==> src/verilog/ppg_pkg.sv <==
// Shared constants and types for the cascaded pulse generator
package ppg_pkg;

   // Bus geometry and answers
   localparam int         ADDR_W      = 8;
   localparam logic [1:0] RESP_OKAY   = 2'h0;
   localparam logic [1:0] RESP_SLVERR = 2'h2;

   // Register byte offsets
   localparam logic [7:0] CTRL_OFS    = 8'h00;
   localparam logic [7:0] MODE_OFS    = 8'h04;
   localparam logic [7:0] PER_LO_OFS  = 8'h08;
   localparam logic [7:0] PER_HI_OFS  = 8'h0C;
   localparam logic [7:0] DUTY_LO_OFS = 8'h10;
   localparam logic [7:0] DUTY_HI_OFS = 8'h14;
   localparam logic [7:0] STAT_OFS    = 8'h18;

   // Field codes and reset values
   localparam logic [1:0]  MODE_PPG   = 2'h3;
   localparam logic [7:0]  TIMER_RST  = 8'hFF;
   localparam logic [15:0] COUNT_ZERO = 16'h0000;
   localparam int          CTRL_W     = 3;
   localparam int          MODE_W     = 10;
   localparam int          STAT_LVL   = 16;

   // Prescaler widths: system divider and low-frequency divider
   localparam int PRESC_W = 11;
   localparam int LF_W    = 4;

   // Pair control: bit2 pin function, bit1 run, bit0 cascade
   typedef struct packed {
      logic pin_function;
      logic run_bit;
      logic cascade_enable;
   } ctrl_type;

   // High-timer mode register layout, msb first
   typedef struct packed {
      logic       slow_mode;
      logic       prescaler_source_bit;
      logic       initial_level_bit;
      logic       double_buffer_enable;
      logic [2:0] clock_select_field;
      logic       external_input_select;
      logic [1:0] mode_field;
   } mode_type;

   // One set of compare values
   typedef struct packed {
      logic [15:0] period_value;
      logic [15:0] duty_value;
   } compare_type;

   localparam ctrl_type    CTRL_RST = '0;
   localparam mode_type    MODE_RST = '0;
   localparam compare_type CMP_RST  = '1;

endpackage

==> src/verilog/edge_sync.sv <==
// Two-flop synchroniser with rising-edge pulse
`timescale 1ns/1ps
`default_nettype none
module edge_sync (
   // Clock and reset
   input  wire logic sys_clk,
   input  wire logic rst,
   // Asynchronous level in, pulse out
   input  wire logic async_in,
   output logic      rise_q
);

   logic meta_q;
   logic sync_q;
   logic last_q;

   // Only sync_q reads meta_q; the edge uses the later stages
   always_ff @(posedge sys_clk or posedge rst) begin
      if (rst) begin
         meta_q <= 1'b0;
         sync_q <= 1'b0;
         last_q <= 1'b0;
         rise_q <= 1'b0;
      end else begin
         meta_q <= async_in;
         sync_q <= meta_q;
         last_q <= sync_q;
         rise_q <= sync_q & ~last_q;
      end
   end

endmodule
`default_nettype wire

==> src/verilog/tick_source.sv <==
// Source clock selection and prescaler for the pulse counter
`timescale 1ns/1ps
`default_nettype none
module tick_source
   import ppg_pkg::*;
(
   // Clock and reset
   input  wire logic       sys_clk,
   input  wire logic       rst,
   // Selection fields
   input  wire logic [2:0] clock_select_field,
   input  wire logic       external_input_select,
   input  wire logic       prescaler_source_bit,
   input  wire logic       slow_mode,
   // Synchronised edges of the clock pins
   input  wire logic       lf_edge,
   input  wire logic       ext_edge,
   // One-cycle count enable
   output logic            tick_q
);

   logic [PRESC_W-1:0] presc_q;
   logic [LF_W-1:0]    lf_q;
   logic               lf_code;
   logic               sys_tick;
   logic               lf_tick;

   // System divisions 2^11,2^10,2^8,2^6,2^4,2^2,2,1
   function automatic logic [PRESC_W-1:0] sys_mask(input logic [2:0] c);
      case (c)
         3'h0:    sys_mask = 11'h7FF;
         3'h1:    sys_mask = 11'h3FF;
         3'h2:    sys_mask = 11'h0FF;
         3'h3:    sys_mask = 11'h03F;
         3'h4:    sys_mask = 11'h00F;
         3'h5:    sys_mask = 11'h003;
         3'h6:    sys_mask = 11'h001;
         default: sys_mask = 11'h000;
      endcase
   endfunction

   // Low-frequency divisions 2^4, 2^3, 2^2
   function automatic logic [LF_W-1:0] lf_mask(input logic [2:0] c);
      case (c)
         3'h0:    lf_mask = 4'hF;
         3'h1:    lf_mask = 4'h7;
         default: lf_mask = 4'h3;
      endcase
   endfunction

   // Free-running dividers; the counter itself never resets them
   always_ff @(posedge sys_clk or posedge rst) begin
      if (rst) begin
         presc_q <= '0;
         lf_q    <= '0;
      end else begin
         presc_q <= presc_q + 1'b1;
         if (lf_edge) begin
            lf_q <= lf_q + 1'b1;
         end
      end
   end

   // Code 111 stays the undivided system clock unless in slow mode
   assign lf_code  = (clock_select_field == 3'h0) ||
                     (clock_select_field == 3'h1) ||
                     (slow_mode && clock_select_field == 3'h7);
   assign sys_tick = (presc_q & sys_mask(clock_select_field)) ==
                     sys_mask(clock_select_field);
   assign lf_tick  = lf_edge && ((lf_q & lf_mask(clock_select_field)) ==
                     lf_mask(clock_select_field));

   // Pick the source; slow mode has no system-clock codes
   always_ff @(posedge sys_clk or posedge rst) begin
      if (rst) begin
         tick_q <= 1'b0;
      end else if (external_input_select) begin
         tick_q <= ext_edge;
      end else if ((prescaler_source_bit || slow_mode) && lf_code) begin
         tick_q <= lf_tick;
      end else if (slow_mode) begin
         tick_q <= 1'b0;
      end else begin
         tick_q <= sys_tick;
      end
   end

endmodule
`default_nettype wire

==> src/verilog/ppg_timer.sv <==
// Cascaded 16-bit pulse generator with AXI4-Lite registers
//
// Our own choices: the address map and the AXI4-Lite slave port.
`timescale 1ns/1ps
`default_nettype none
// Contract
// - Cascade bit joins both timers; only high-timer settings count.
// - Mode field 11 with cascade selects pulse generation.
// - External-input bit picks the clock pin, else the internal divider.
// - Clock-select codes pick system divisions; low-frequency codes replace codes 0 and 1, and also 7 in slow mode.
// - Double-buffer bit routes committed compare values through the buffer.
// - High and low registers form 16-bit period and duty values.
// - Writing duty high commits all four registers together.
// - Initial-level bit sets the output level before counting.
// - Stopped timer with pin function drives the initial level.
// - Run bit set makes the counter step on each source tick.
// - Duty match inverts output and raises the low-timer request.
// - Period match restores level, raises high request, clears counter.
// - Clearing run stops and clears counter, restores initial level.
// - Buffered values load on next period match while running.
// - A commit while stopped updates buffer and active values at once.
// - Compare values below the count wait for wrap before matching.
// - Timer registers read back the last written values.
module ppg_timer
   import ppg_pkg::*;
(
   // Clock and reset
   input  wire logic              sys_clk,
   input  wire logic              rst,
   // AXI4-Lite write address and data
   input  wire logic              awvalid,
   output logic                   awready,
   input  wire logic [ADDR_W-1:0] awaddr,
   input  wire logic              wvalid,
   output logic                   wready,
   input  wire logic [31:0]       wdata,
   input  wire logic [3:0]        wstrb,
   // AXI4-Lite write response
   output logic                   bvalid,
   input  wire logic              bready,
   output logic [1:0]             bresp,
   // AXI4-Lite read
   input  wire logic              arvalid,
   output logic                   arready,
   input  wire logic [ADDR_W-1:0] araddr,
   output logic                   rvalid,
   input  wire logic              rready,
   output logic [31:0]            rdata,
   output logic [1:0]             rresp,
   // Clock pins
   input  wire logic              ext_clk_pin,
   input  wire logic              low_freq_clk,
   // Pulse pin and requests
   output logic                   pulse_output_pin,
   output logic                   pulse_output_oe,
   output logic                   low_timer_interrupt,
   output logic                   high_timer_interrupt
);

   logic              awready_q, wready_q, bvalid_q, arready_q, rvalid_q;
   logic [1:0]        bresp_q, rresp_q;
   logic [31:0]       rdata_q, wdata_q;
   logic [3:0]        wstrb_q;
   logic [ADDR_W-1:0] waddr_q;
   logic              aw_got_q, w_got_q, do_write, commit;
   ctrl_type          ctrl_q;
   mode_type          mode_q;
   logic [7:0]        per_lo_q, per_hi_q, duty_lo_q, duty_hi_q;
   compare_type       new_cmp, buf_q, act_q;
   logic [15:0]       count_q;
   logic              level_q, oe_q, lo_irq_q, hi_irq_q;
   logic              ppg_on, tick, lf_edge, ext_edge, per_hit, duty_hit;

   // Mapped, word-aligned register addresses
   function automatic logic reg_hit(input logic [ADDR_W-1:0] a);
      case (a)
         CTRL_OFS, MODE_OFS, PER_LO_OFS, PER_HI_OFS,
         DUTY_LO_OFS, DUTY_HI_OFS, STAT_OFS: reg_hit = 1'b1;
         default:                            reg_hit = 1'b0;
      endcase
   endfunction

   // Byte-lane merge for narrow registers
   function automatic logic [7:0] lane(input logic [7:0] old,
                                       input logic [7:0] nw,
                                       input logic       en);
      lane = en ? nw : old;
   endfunction

   assign awready = awready_q;
   assign wready  = wready_q;
   assign bvalid  = bvalid_q;
   assign bresp   = bresp_q;
   assign arready = arready_q;
   assign rvalid  = rvalid_q;
   assign rdata   = rdata_q;
   assign rresp   = rresp_q;

   // Address and data are taken in either order, one write at a time
   always_ff @(posedge sys_clk or posedge rst) begin
      if (rst) begin
         awready_q <= 1'b0;
         aw_got_q  <= 1'b0;
         waddr_q   <= '0;
      end else if (awvalid && awready_q) begin
         awready_q <= 1'b0;
         aw_got_q  <= 1'b1;
         waddr_q   <= awaddr;
      end else begin
         if (do_write) begin
            aw_got_q <= 1'b0;
         end
         awready_q <= !aw_got_q && !bvalid_q;
      end
   end

   always_ff @(posedge sys_clk or posedge rst) begin
      if (rst) begin
         wready_q <= 1'b0;
         w_got_q  <= 1'b0;
         wdata_q  <= '0;
         wstrb_q  <= '0;
      end else if (wvalid && wready_q) begin
         wready_q <= 1'b0;
         w_got_q  <= 1'b1;
         wdata_q  <= wdata;
         wstrb_q  <= wstrb;
      end else begin
         if (do_write) begin
            w_got_q <= 1'b0;
         end
         wready_q <= !w_got_q && !bvalid_q;
      end
   end

   assign do_write = aw_got_q && w_got_q && !bvalid_q;

   // Response one cycle after both halves are held
   always_ff @(posedge sys_clk or posedge rst) begin
      if (rst) begin
         bvalid_q <= 1'b0;
         bresp_q  <= RESP_OKAY;
      end else if (do_write) begin
         bvalid_q <= 1'b1;
         bresp_q  <= reg_hit(waddr_q) ? RESP_OKAY : RESP_SLVERR;
      end else if (bready) begin
         bvalid_q <= 1'b0;
      end
   end

   // Read answer; unmapped offsets give zero with an error
   always_ff @(posedge sys_clk or posedge rst) begin
      if (rst) begin
         arready_q <= 1'b0;
         rvalid_q  <= 1'b0;
         rdata_q   <= '0;
         rresp_q   <= RESP_OKAY;
      end else if (arvalid && arready_q) begin
         arready_q <= 1'b0;
         rvalid_q  <= 1'b1;
         rresp_q   <= reg_hit(araddr) ? RESP_OKAY : RESP_SLVERR;
         case (araddr)
            CTRL_OFS:    rdata_q <= {29'h0, ctrl_q};
            MODE_OFS:    rdata_q <= {22'h0, mode_q};
            PER_LO_OFS:  rdata_q <= {24'h0, per_lo_q};
            PER_HI_OFS:  rdata_q <= {24'h0, per_hi_q};
            DUTY_LO_OFS: rdata_q <= {24'h0, duty_lo_q};
            DUTY_HI_OFS: rdata_q <= {24'h0, duty_hi_q};
            STAT_OFS:    rdata_q <= {15'h0, level_q, count_q};
            default:     rdata_q <= '0;
         endcase
      end else if (rvalid_q) begin
         if (rready) begin
            rvalid_q <= 1'b0;
         end
      end else begin
         arready_q <= 1'b1;
      end
   end

   // Control and mode registers
   always_ff @(posedge sys_clk or posedge rst) begin
      if (rst) begin
         ctrl_q <= CTRL_RST;
         mode_q <= MODE_RST;
      end else if (do_write) begin
         if (waddr_q == CTRL_OFS && wstrb_q[0]) begin
            ctrl_q <= wdata_q[CTRL_W-1:0];
         end
         if (waddr_q == MODE_OFS) begin
            mode_q <= mode_type'(MODE_W'(
                         {lane({6'h0, mode_q[MODE_W-1:8]}, wdata_q[15:8],
                               wstrb_q[1]),
                          lane(mode_q[7:0], wdata_q[7:0], wstrb_q[0])}));
         end
      end
   end

   // Timer registers keep what software wrote, for readback
   always_ff @(posedge sys_clk or posedge rst) begin
      if (rst) begin
         per_lo_q  <= TIMER_RST;
         per_hi_q  <= TIMER_RST;
         duty_lo_q <= TIMER_RST;
         duty_hi_q <= TIMER_RST;
      end else if (do_write) begin
         if (waddr_q == PER_LO_OFS) begin
            per_lo_q <= lane(per_lo_q, wdata_q[7:0], wstrb_q[0]);
         end
         if (waddr_q == PER_HI_OFS) begin
            per_hi_q <= lane(per_hi_q, wdata_q[7:0], wstrb_q[0]);
         end
         if (waddr_q == DUTY_LO_OFS) begin
            duty_lo_q <= lane(duty_lo_q, wdata_q[7:0], wstrb_q[0]);
         end
         if (commit) begin
            duty_hi_q <= wdata_q[7:0];
         end
      end
   end

   // Only a duty-high write moves the staged values onward
   assign commit  = do_write && waddr_q == DUTY_HI_OFS && wstrb_q[0];
   assign new_cmp = {per_hi_q, per_lo_q, wdata_q[7:0], duty_lo_q};

   // Cascade, pair run and PPG mode must all hold to count
   assign ppg_on = ctrl_q.cascade_enable &&
                   mode_q.mode_field == MODE_PPG &&
                   ctrl_q.run_bit;
   // Equality only, so a value already passed waits for the wrap
   assign per_hit  = ppg_on && tick && count_q == act_q.period_value;
   assign duty_hit = ppg_on && tick && count_q == act_q.duty_value;

   // Buffer and active compare values
   always_ff @(posedge sys_clk or posedge rst) begin
      if (rst) begin
         buf_q <= CMP_RST;
         act_q <= CMP_RST;
      end else if (commit) begin
         buf_q <= new_cmp;
         if (!ppg_on || !mode_q.double_buffer_enable) begin
            act_q <= new_cmp;
         end
      end else if (per_hit && mode_q.double_buffer_enable) begin
         act_q <= buf_q;
      end
   end

   // Up counter; any stop condition clears it at once
   always_ff @(posedge sys_clk or posedge rst) begin
      if (rst) begin
         count_q <= COUNT_ZERO;
      end else if (!ppg_on) begin
         count_q <= COUNT_ZERO;
      end else if (per_hit) begin
         count_q <= COUNT_ZERO;
      end else if (tick) begin
         count_q <= count_q + 1'b1;
      end
   end

   // Output level; period match wins when both match together
   always_ff @(posedge sys_clk or posedge rst) begin
      if (rst) begin
         level_q <= MODE_RST.initial_level_bit;
      end else if (!ppg_on || per_hit) begin
         level_q <= mode_q.initial_level_bit;
      end else if (duty_hit) begin
         level_q <= ~mode_q.initial_level_bit;
      end
   end

   // Request pulses and pin enable
   always_ff @(posedge sys_clk or posedge rst) begin
      if (rst) begin
         lo_irq_q <= 1'b0;
         hi_irq_q <= 1'b0;
         oe_q     <= 1'b0;
      end else begin
         lo_irq_q <= duty_hit;
         hi_irq_q <= per_hit;
         oe_q     <= ctrl_q.pin_function;
      end
   end

   assign pulse_output_pin     = level_q;
   assign pulse_output_oe      = oe_q;
   assign low_timer_interrupt  = lo_irq_q;
   assign high_timer_interrupt = hi_irq_q;

   // Clock pins cross into the system domain here
   edge_sync u_ext_sync (
      .sys_clk  (sys_clk),
      .rst      (rst),
      .async_in (ext_clk_pin),
      .rise_q   (ext_edge)
   );

   edge_sync u_lf_sync (
      .sys_clk  (sys_clk),
      .rst      (rst),
      .async_in (low_freq_clk),
      .rise_q   (lf_edge)
   );

   tick_source u_tick (
      .sys_clk               (sys_clk),
      .rst                   (rst),
      .clock_select_field    (mode_q.clock_select_field),
      .external_input_select (mode_q.external_input_select),
      .prescaler_source_bit  (mode_q.prescaler_source_bit),
      .slow_mode             (mode_q.slow_mode),
      .lf_edge               (lf_edge),
      .ext_edge              (ext_edge),
      .tick_q                (tick)
   );
endmodule
`default_nettype wire

==> config.mk <==
export PLATFORM = sky130hd
export DESIGN_NAME = ppg_timer
export DESIGN_NICKNAME = d
export VERILOG_FILES = /design/src/verilog/ppg_pkg.sv /design/src/verilog/edge_sync.sv /design/src/verilog/tick_source.sv /design/src/verilog/ppg_timer.sv
export SDC_FILE = /design/constraint.sdc
export NUM_CORES = 1
export LEC_CHECK = 0
export ABC_AREA = 1
export BUFFER_PORTS_ARGS = -buffer_cell sky130_fd_sc_hd__buf_2
export CAP_MARGIN = 40
export CORE_UTILIZATION = 25
export CTS_BUF_LIST = sky130_fd_sc_hd__clkbuf_8 sky130_fd_sc_hd__clkbuf_16
export DETAILED_ROUTE_END_ITERATION = 8
export GPL_ROUTABILITY_DRIVEN = 0
export GPL_TIMING_DRIVEN = 0
export SLEW_MARGIN = 20
export SYNTH_ARGS = -nofsm -noshare
export SYNTH_HDL_FRONTEND = slang
export SYNTH_HIERARCHICAL = 1
export SYNTH_SLANG_ARGS = --single-unit
==> constraint.sdc <==
create_clock -name sys_clk -period 6.6 [get_ports sys_clk]
set_input_delay 1.32 -clock sys_clk [delete_from_list [all_inputs] [get_ports sys_clk]]
set_output_delay 1.32 -clock sys_clk [all_outputs]
set_load 0.01 [all_outputs]
### After elaboration in Yosys (flattened, before gate mapping)

Index checks and enable logic that the tools add are counted.

* output and inout bits: 45
* register bits: 216
* input port bits: 61
* logic and storage cells: 163

* $add $sub $neg: 3
* muxes and demuxes: 32
* bitwise gates (word level): 7
* eq/ne operators: 27
* reduce and logical (&&, ||, !) cells: 47

Operators by type and width (count)
* case mux 17 bit (7 select lines): 1
* two-way mux 32 bit: 3
* case mux 11 bit (7 select lines): 1
* equality test 8 x 5 -> 1 bit (second input constant): 6
* two-way mux 16 bit: 3
* equality test 16 bit: 2
* equality test 8 x 4 -> 1 bit (second input constant): 4
* two-way mux 1 bit: 21
* logical AND 1 bit: 19
* adder 16 x 1 -> 16 bit (second input constant): 1
* equality test 8 x 3 -> 1 bit (second input constant): 2
* zero test 8 bit: 2
* AND reduction 3 bit: 5
* OR reduction 7 bit: 2
* equality test 3 bit (second input constant): 4
* adder 11 x 1 -> 11 bit (second input constant): 1
* AND 11 bit: 1
* equality test 11 bit: 1
* nonzero test 2 bit: 5
* case mux 4 bit (2 select lines): 1
* equality test 3 x 2 -> 1 bit (second input constant): 2
* AND reduction 2 bit: 3
* zero test 1 bit: 5
* logical OR 1 bit: 5
* other kinds (11): 16

### Depth between registers and ports, before layout

* depth in word-level cells: 8
* mapped depth: 13

### Hierarchy

The synthesis kept the hierarchy.

By module, submodules not included
* ppg_timer: cells an instance 1033, times used 1, sequential area each 4499.3 µm², area each 8345.5 µm²
* tick_source: cells an instance 98, times used 1, sequential area each 400.4 µm², area each 839.6 µm²
* edge_sync: cells an instance 7, times used 2, sequential area each 100.1 µm², area each 113.9 µm²

### Worst setup path before layout

OpenSTA, ideal clock, no wires.

* path kind: in2reg
* from: in araddr[0]
* to: reg rdata_q[1], in the netlist rdata[1]
* cell stages on the path: 9
* setup time: 0.066 ns
* slack: 4.143 ns
* path buffers: 0
* data arrival time: 2.391 ns
* path through: inv_1 > nand2_1 > nor3_2 > nand2_1 > o21ai_0 > nor2_1 > nand2_1 > nand2_1 > nand2_1

* cells in the longest elaborated chain, start to end: 2
* elaborated cells on any way between the ends: 8
* those cells by class: eq/ne (6); mux (1); reduce/logical (1)

Ends and longest elaborated chain
* start, declared: RTL line ppg_timer.sv:45 `input wire logic [ADDR_W-1:0] araddr,`
* equality test 8 x 5 -> 1 bit, or another cell as far along: RTL line ppg_timer.sv:162 `case (araddr)`
* case mux 17 bit (7 select lines) *: RTL line ppg_timer.sv:162
* end signal, assigned: RTL line ppg_timer.sv:163 `CTRL_OFS: rdata_q <= {29'h0, ctrl_q};`
* end signal, assigned: RTL line ppg_timer.sv:164 `MODE_OFS: rdata_q <= {22'h0, mode_q};`
* end signal, assigned: RTL line ppg_timer.sv:165 `PER_LO_OFS: rdata_q <= {24'h0, per_lo_q};`
* end, declared: RTL line ppg_timer.sv:62 `logic [31:0] rdata_q, wdata_q;`

Every way passes the cells marked *; elsewhere a longest branch is shown, timed or not.
A chain may end at the register's enable or synchronous reset.

### Final worst setup path

* from: in araddr[0]
* to: reg rdata_q[3], in the netlist rdata[3]

Same word-level chain as after synthesis.

==> results.yml <==
clock_network:
  clock_latency_ps: 450
  clk_path_buf_depth: 2
  cts_sinks: 199
  htreeDepth: 4
  cts_buffers: 17
  ctsHoldBuffers: 0
  cts_root_buf: "clkbuf_16"
  post_cts_buffers: 0
  cts_tree: "built"
  cts_resized: 0
  clk_pin_slew_ps: 90
worst_setup_path:
  start_kind: "input port"
  worstPathCellList: "buf_2, inv_1, nand2_1, nor3_2, nand2_1, o21ai_0, nor2_1, nand2_1, nand2_1, nand2_1"
  critical_path.max_fanout: 10
  cpMostUsedCell: "nand2_1"
  startpoint: "araddr[0]"
  worst-setup-path-type: "in2reg"
  cp.arrival_ps: 3160
  r2r_end: "act_q[26]"
  cpPeakStageDelay_ps: 510
  rrSetupSlack_ps: 4640
  required_ps: 6980
  reg2reg_from: "bvalid"
  endpoint: "rdata[3]"
  reg2reg_depth: 12
  cp-end-kind: "flip-flop"
  slowest_stage: "nor3_2"
run_status:
  outcome: "completed"
die:
  die_h_um: 196.0
  dieArea_um2: 38430
  core_area_um2: 36870
  fp.dieW_um: 196.0
  initial_core_util_pct: 25.53
  placementRows: 70
  io-pin-count: 106
yosys:
  synth_top_area_cell: "dfrtp_1"
  ys_ff_latch: 199
  ys_warn_count: 6
  synth_edf_count: 0
  ys_seq_area_share_pct: 54.18
  synthesis.instances: 1145
  synth_top_area_share_pct: 27.38
  syn-cell-area_um2: 9413
  synth_ff_type: "dfrtp_1"
  yosys-top-cells-area: "dfrtp_1 (27%), dfstp_2 (27%), nand2_1 (15%)"
  ys_types: 37
  syn_area_per_cell_um2: 8.221
  async_flop_share_pct: 100.0
detailed_routing:
  vias_per_cell: 4.272
  wl_per_cell_um: 13.62
  via_count: 7532
  route.final.wire_length_mm: 24.01
  drc: 0
  ant_nets: 0
  first_iter_violations: 510
  dr.pass1.iters: 8
timing:
  period_share_pct: 42.08
  final-hold-violation-count: 0
  rsz0062_at_grt: "false"
  slew_headroom_pct: 55.30
  setup_viol: 0
  final.setup_skew_ps: 16.50
  final_max_slew_viol_count: 0
  fmax_mhz: 360.1
  period_needed_ps: 2777
  worst_pin_slew_ps: 668.1
  fin_ws_ps: 3823
grt:
  antenna_found_initial: 2
  grt_max_degree: 105
  grt_remaining_overflow: 0
  grt_pass1_vias: 7386
  grtUsageTotal_pct: 13.00
  grt_first_pass_wirelength_mm: 38.99
min_path:
  hold_class: "reg2reg"
  hold_start: "u_ext_sync/meta_q"
power_and_ir_drop:
  peakVddDrop_v: 0.0001695
  leakagePower_nw: 5.177
  powerDensity_nw_per_um2: 249.7
finish:
  area_growth_pct: 17.61
  fill_cells: 3926
  nets: 1309
  layout-drive-gt1-share_pct: 20.99
  utilization_pct: 30.02
placed_design:
  dp_hpwl_mm: 18.36
  dpl_worst_slack_ps: 3448
  port_buffers: 64
flow_run:
  drv_cap: 0
[flip-flops by register name, indices dropped and copies added (netlist names), 10 cells and up]
signal,flops
act_q,32
buf_q,32
count_q,16
mode_q,10
rdata,17
u_tick/presc_q,11
wdata_q,10
[cells in the final DEF (no fill, tap or decap), types with 21 or more instances in the layout]
cell,synthesis,routed
dfstp_2,96,96
buf_4,21,21
o21ai_0,89,89
buf_2,15,79
nand2_1,381,381
nand3_1,71,71
dfrtp_1,103,103
inv_1,127,126
a21oi_1,21,21
nor2_1,91,91
[stage by stage]
stage | cell area [um2] | hold slack (ps) | setup TNS [ps] | std cells | power (mW)
final | 11070 | 353.4 | 0 | 1763 | 2.764
after global routing | 11070 | 367.8 | 0 | 1762 | 2.897
after CTS | 11070 | 355.4 | 0 | 1762 | 2.794
after detailed placement | 10460 | 334.7 | 0 | 1730 | 1.734
after global placement | 10420 | 332.2 | -107100 | 1729 | 1.721
after floorplan | 9473 | 331.2 | 0 | 1161 | 1.604
[logic make-up (layout without fill, tap and decap cells)]
| group | count (synthesis) | after routing | share of synthesized area [%] |
|---|---|---|---|
| buffers and inverters | 190 | 287 | 8.640 |
| XOR/XNOR | 31 | 31 | 2.884 |
| flip-flops | 199 | 199 | 54.18 |
| AND/OR/NAND/NOR | 589 | 589 | 26.19 |
| other | 1 | 18 | 0.03984 |
| AO/OA/AOI/OAI | 127 | 127 | 7.072 |
| multiplexers | 5 | 5 | 0.5981 |
| adder cells (fa/ha/maj) | 3 | 3 | 0.3988 |
[routing by layer]
layer	global-route usage [%]	part of all wire (%)	wire length, um
met1	18.07	49	11650
met5	0	0	0
met3	2.716	4.8	1153
met4	3.935	1.9	465
met2	20.22	45	10740
[area by class of cell]
cell class              count  area (um2)  area share (%)
clock buffers              17       425.4           3.843
plain buffers              54       302.8           2.735
well taps                 504       630.6           5.696
repair buffers             65       347.8           3.142
inverters                 136       518.0           4.679
diodes                      1       2.502         0.02260
flip-flops and latches    199        5100           46.07
multi-input cells         772        3560           32.15
clock inverters            15       183.9           1.661
[synthesized netlist by cell type (6+ instances only)]
cell	number
buf_2	15
nand2_1	381
nand3_1	71
o21ai_1	6
clkbuf_1	16
dfrtp_1	103
inv_2	9
xor2_1	18
o21ai_0	89
nor3_1	8
dfstp_2	96
buf_4	21
xnor2_1	13
nor2_1	91
a21oi_1	21
nand4_1	13
inv_1	127
o31ai_1	7
[power breakdown]
part,switching (mW),total (mW),internal (mW)
logic,0.224,0.326,0.101
registers,0.0591,1.38,1.33
clock network,0.539,1.05,0.515
total,0.822,2.76,1.94
[worst min path at each step]
| stage | endpoint | slack [ps] | cells after the start |
|---|---|---|---|
| floorplan | u_ext_sync/sync_q | 330 | 0 |
| global placement | u_ext_sync/sync_q | 330 | 0 |
| detailed placement | u_ext_sync/sync_q | 330 | 0 |
| CTS | u_ext_sync/sync_q | 360 | 0 |
| global route | u_ext_sync/sync_q | 370 | 0 |
| finish | u_ext_sync/sync_q | 350 | 0 |
[critical path, delay by kind of cell]
family | cells | cell delay (ps)
and+or+nand+nor | 7 | 1310
AOI/OAI and AO/OA | 1 | 340
buffers and inverters | 2 | 190
(Power assumes the default switching activity.)
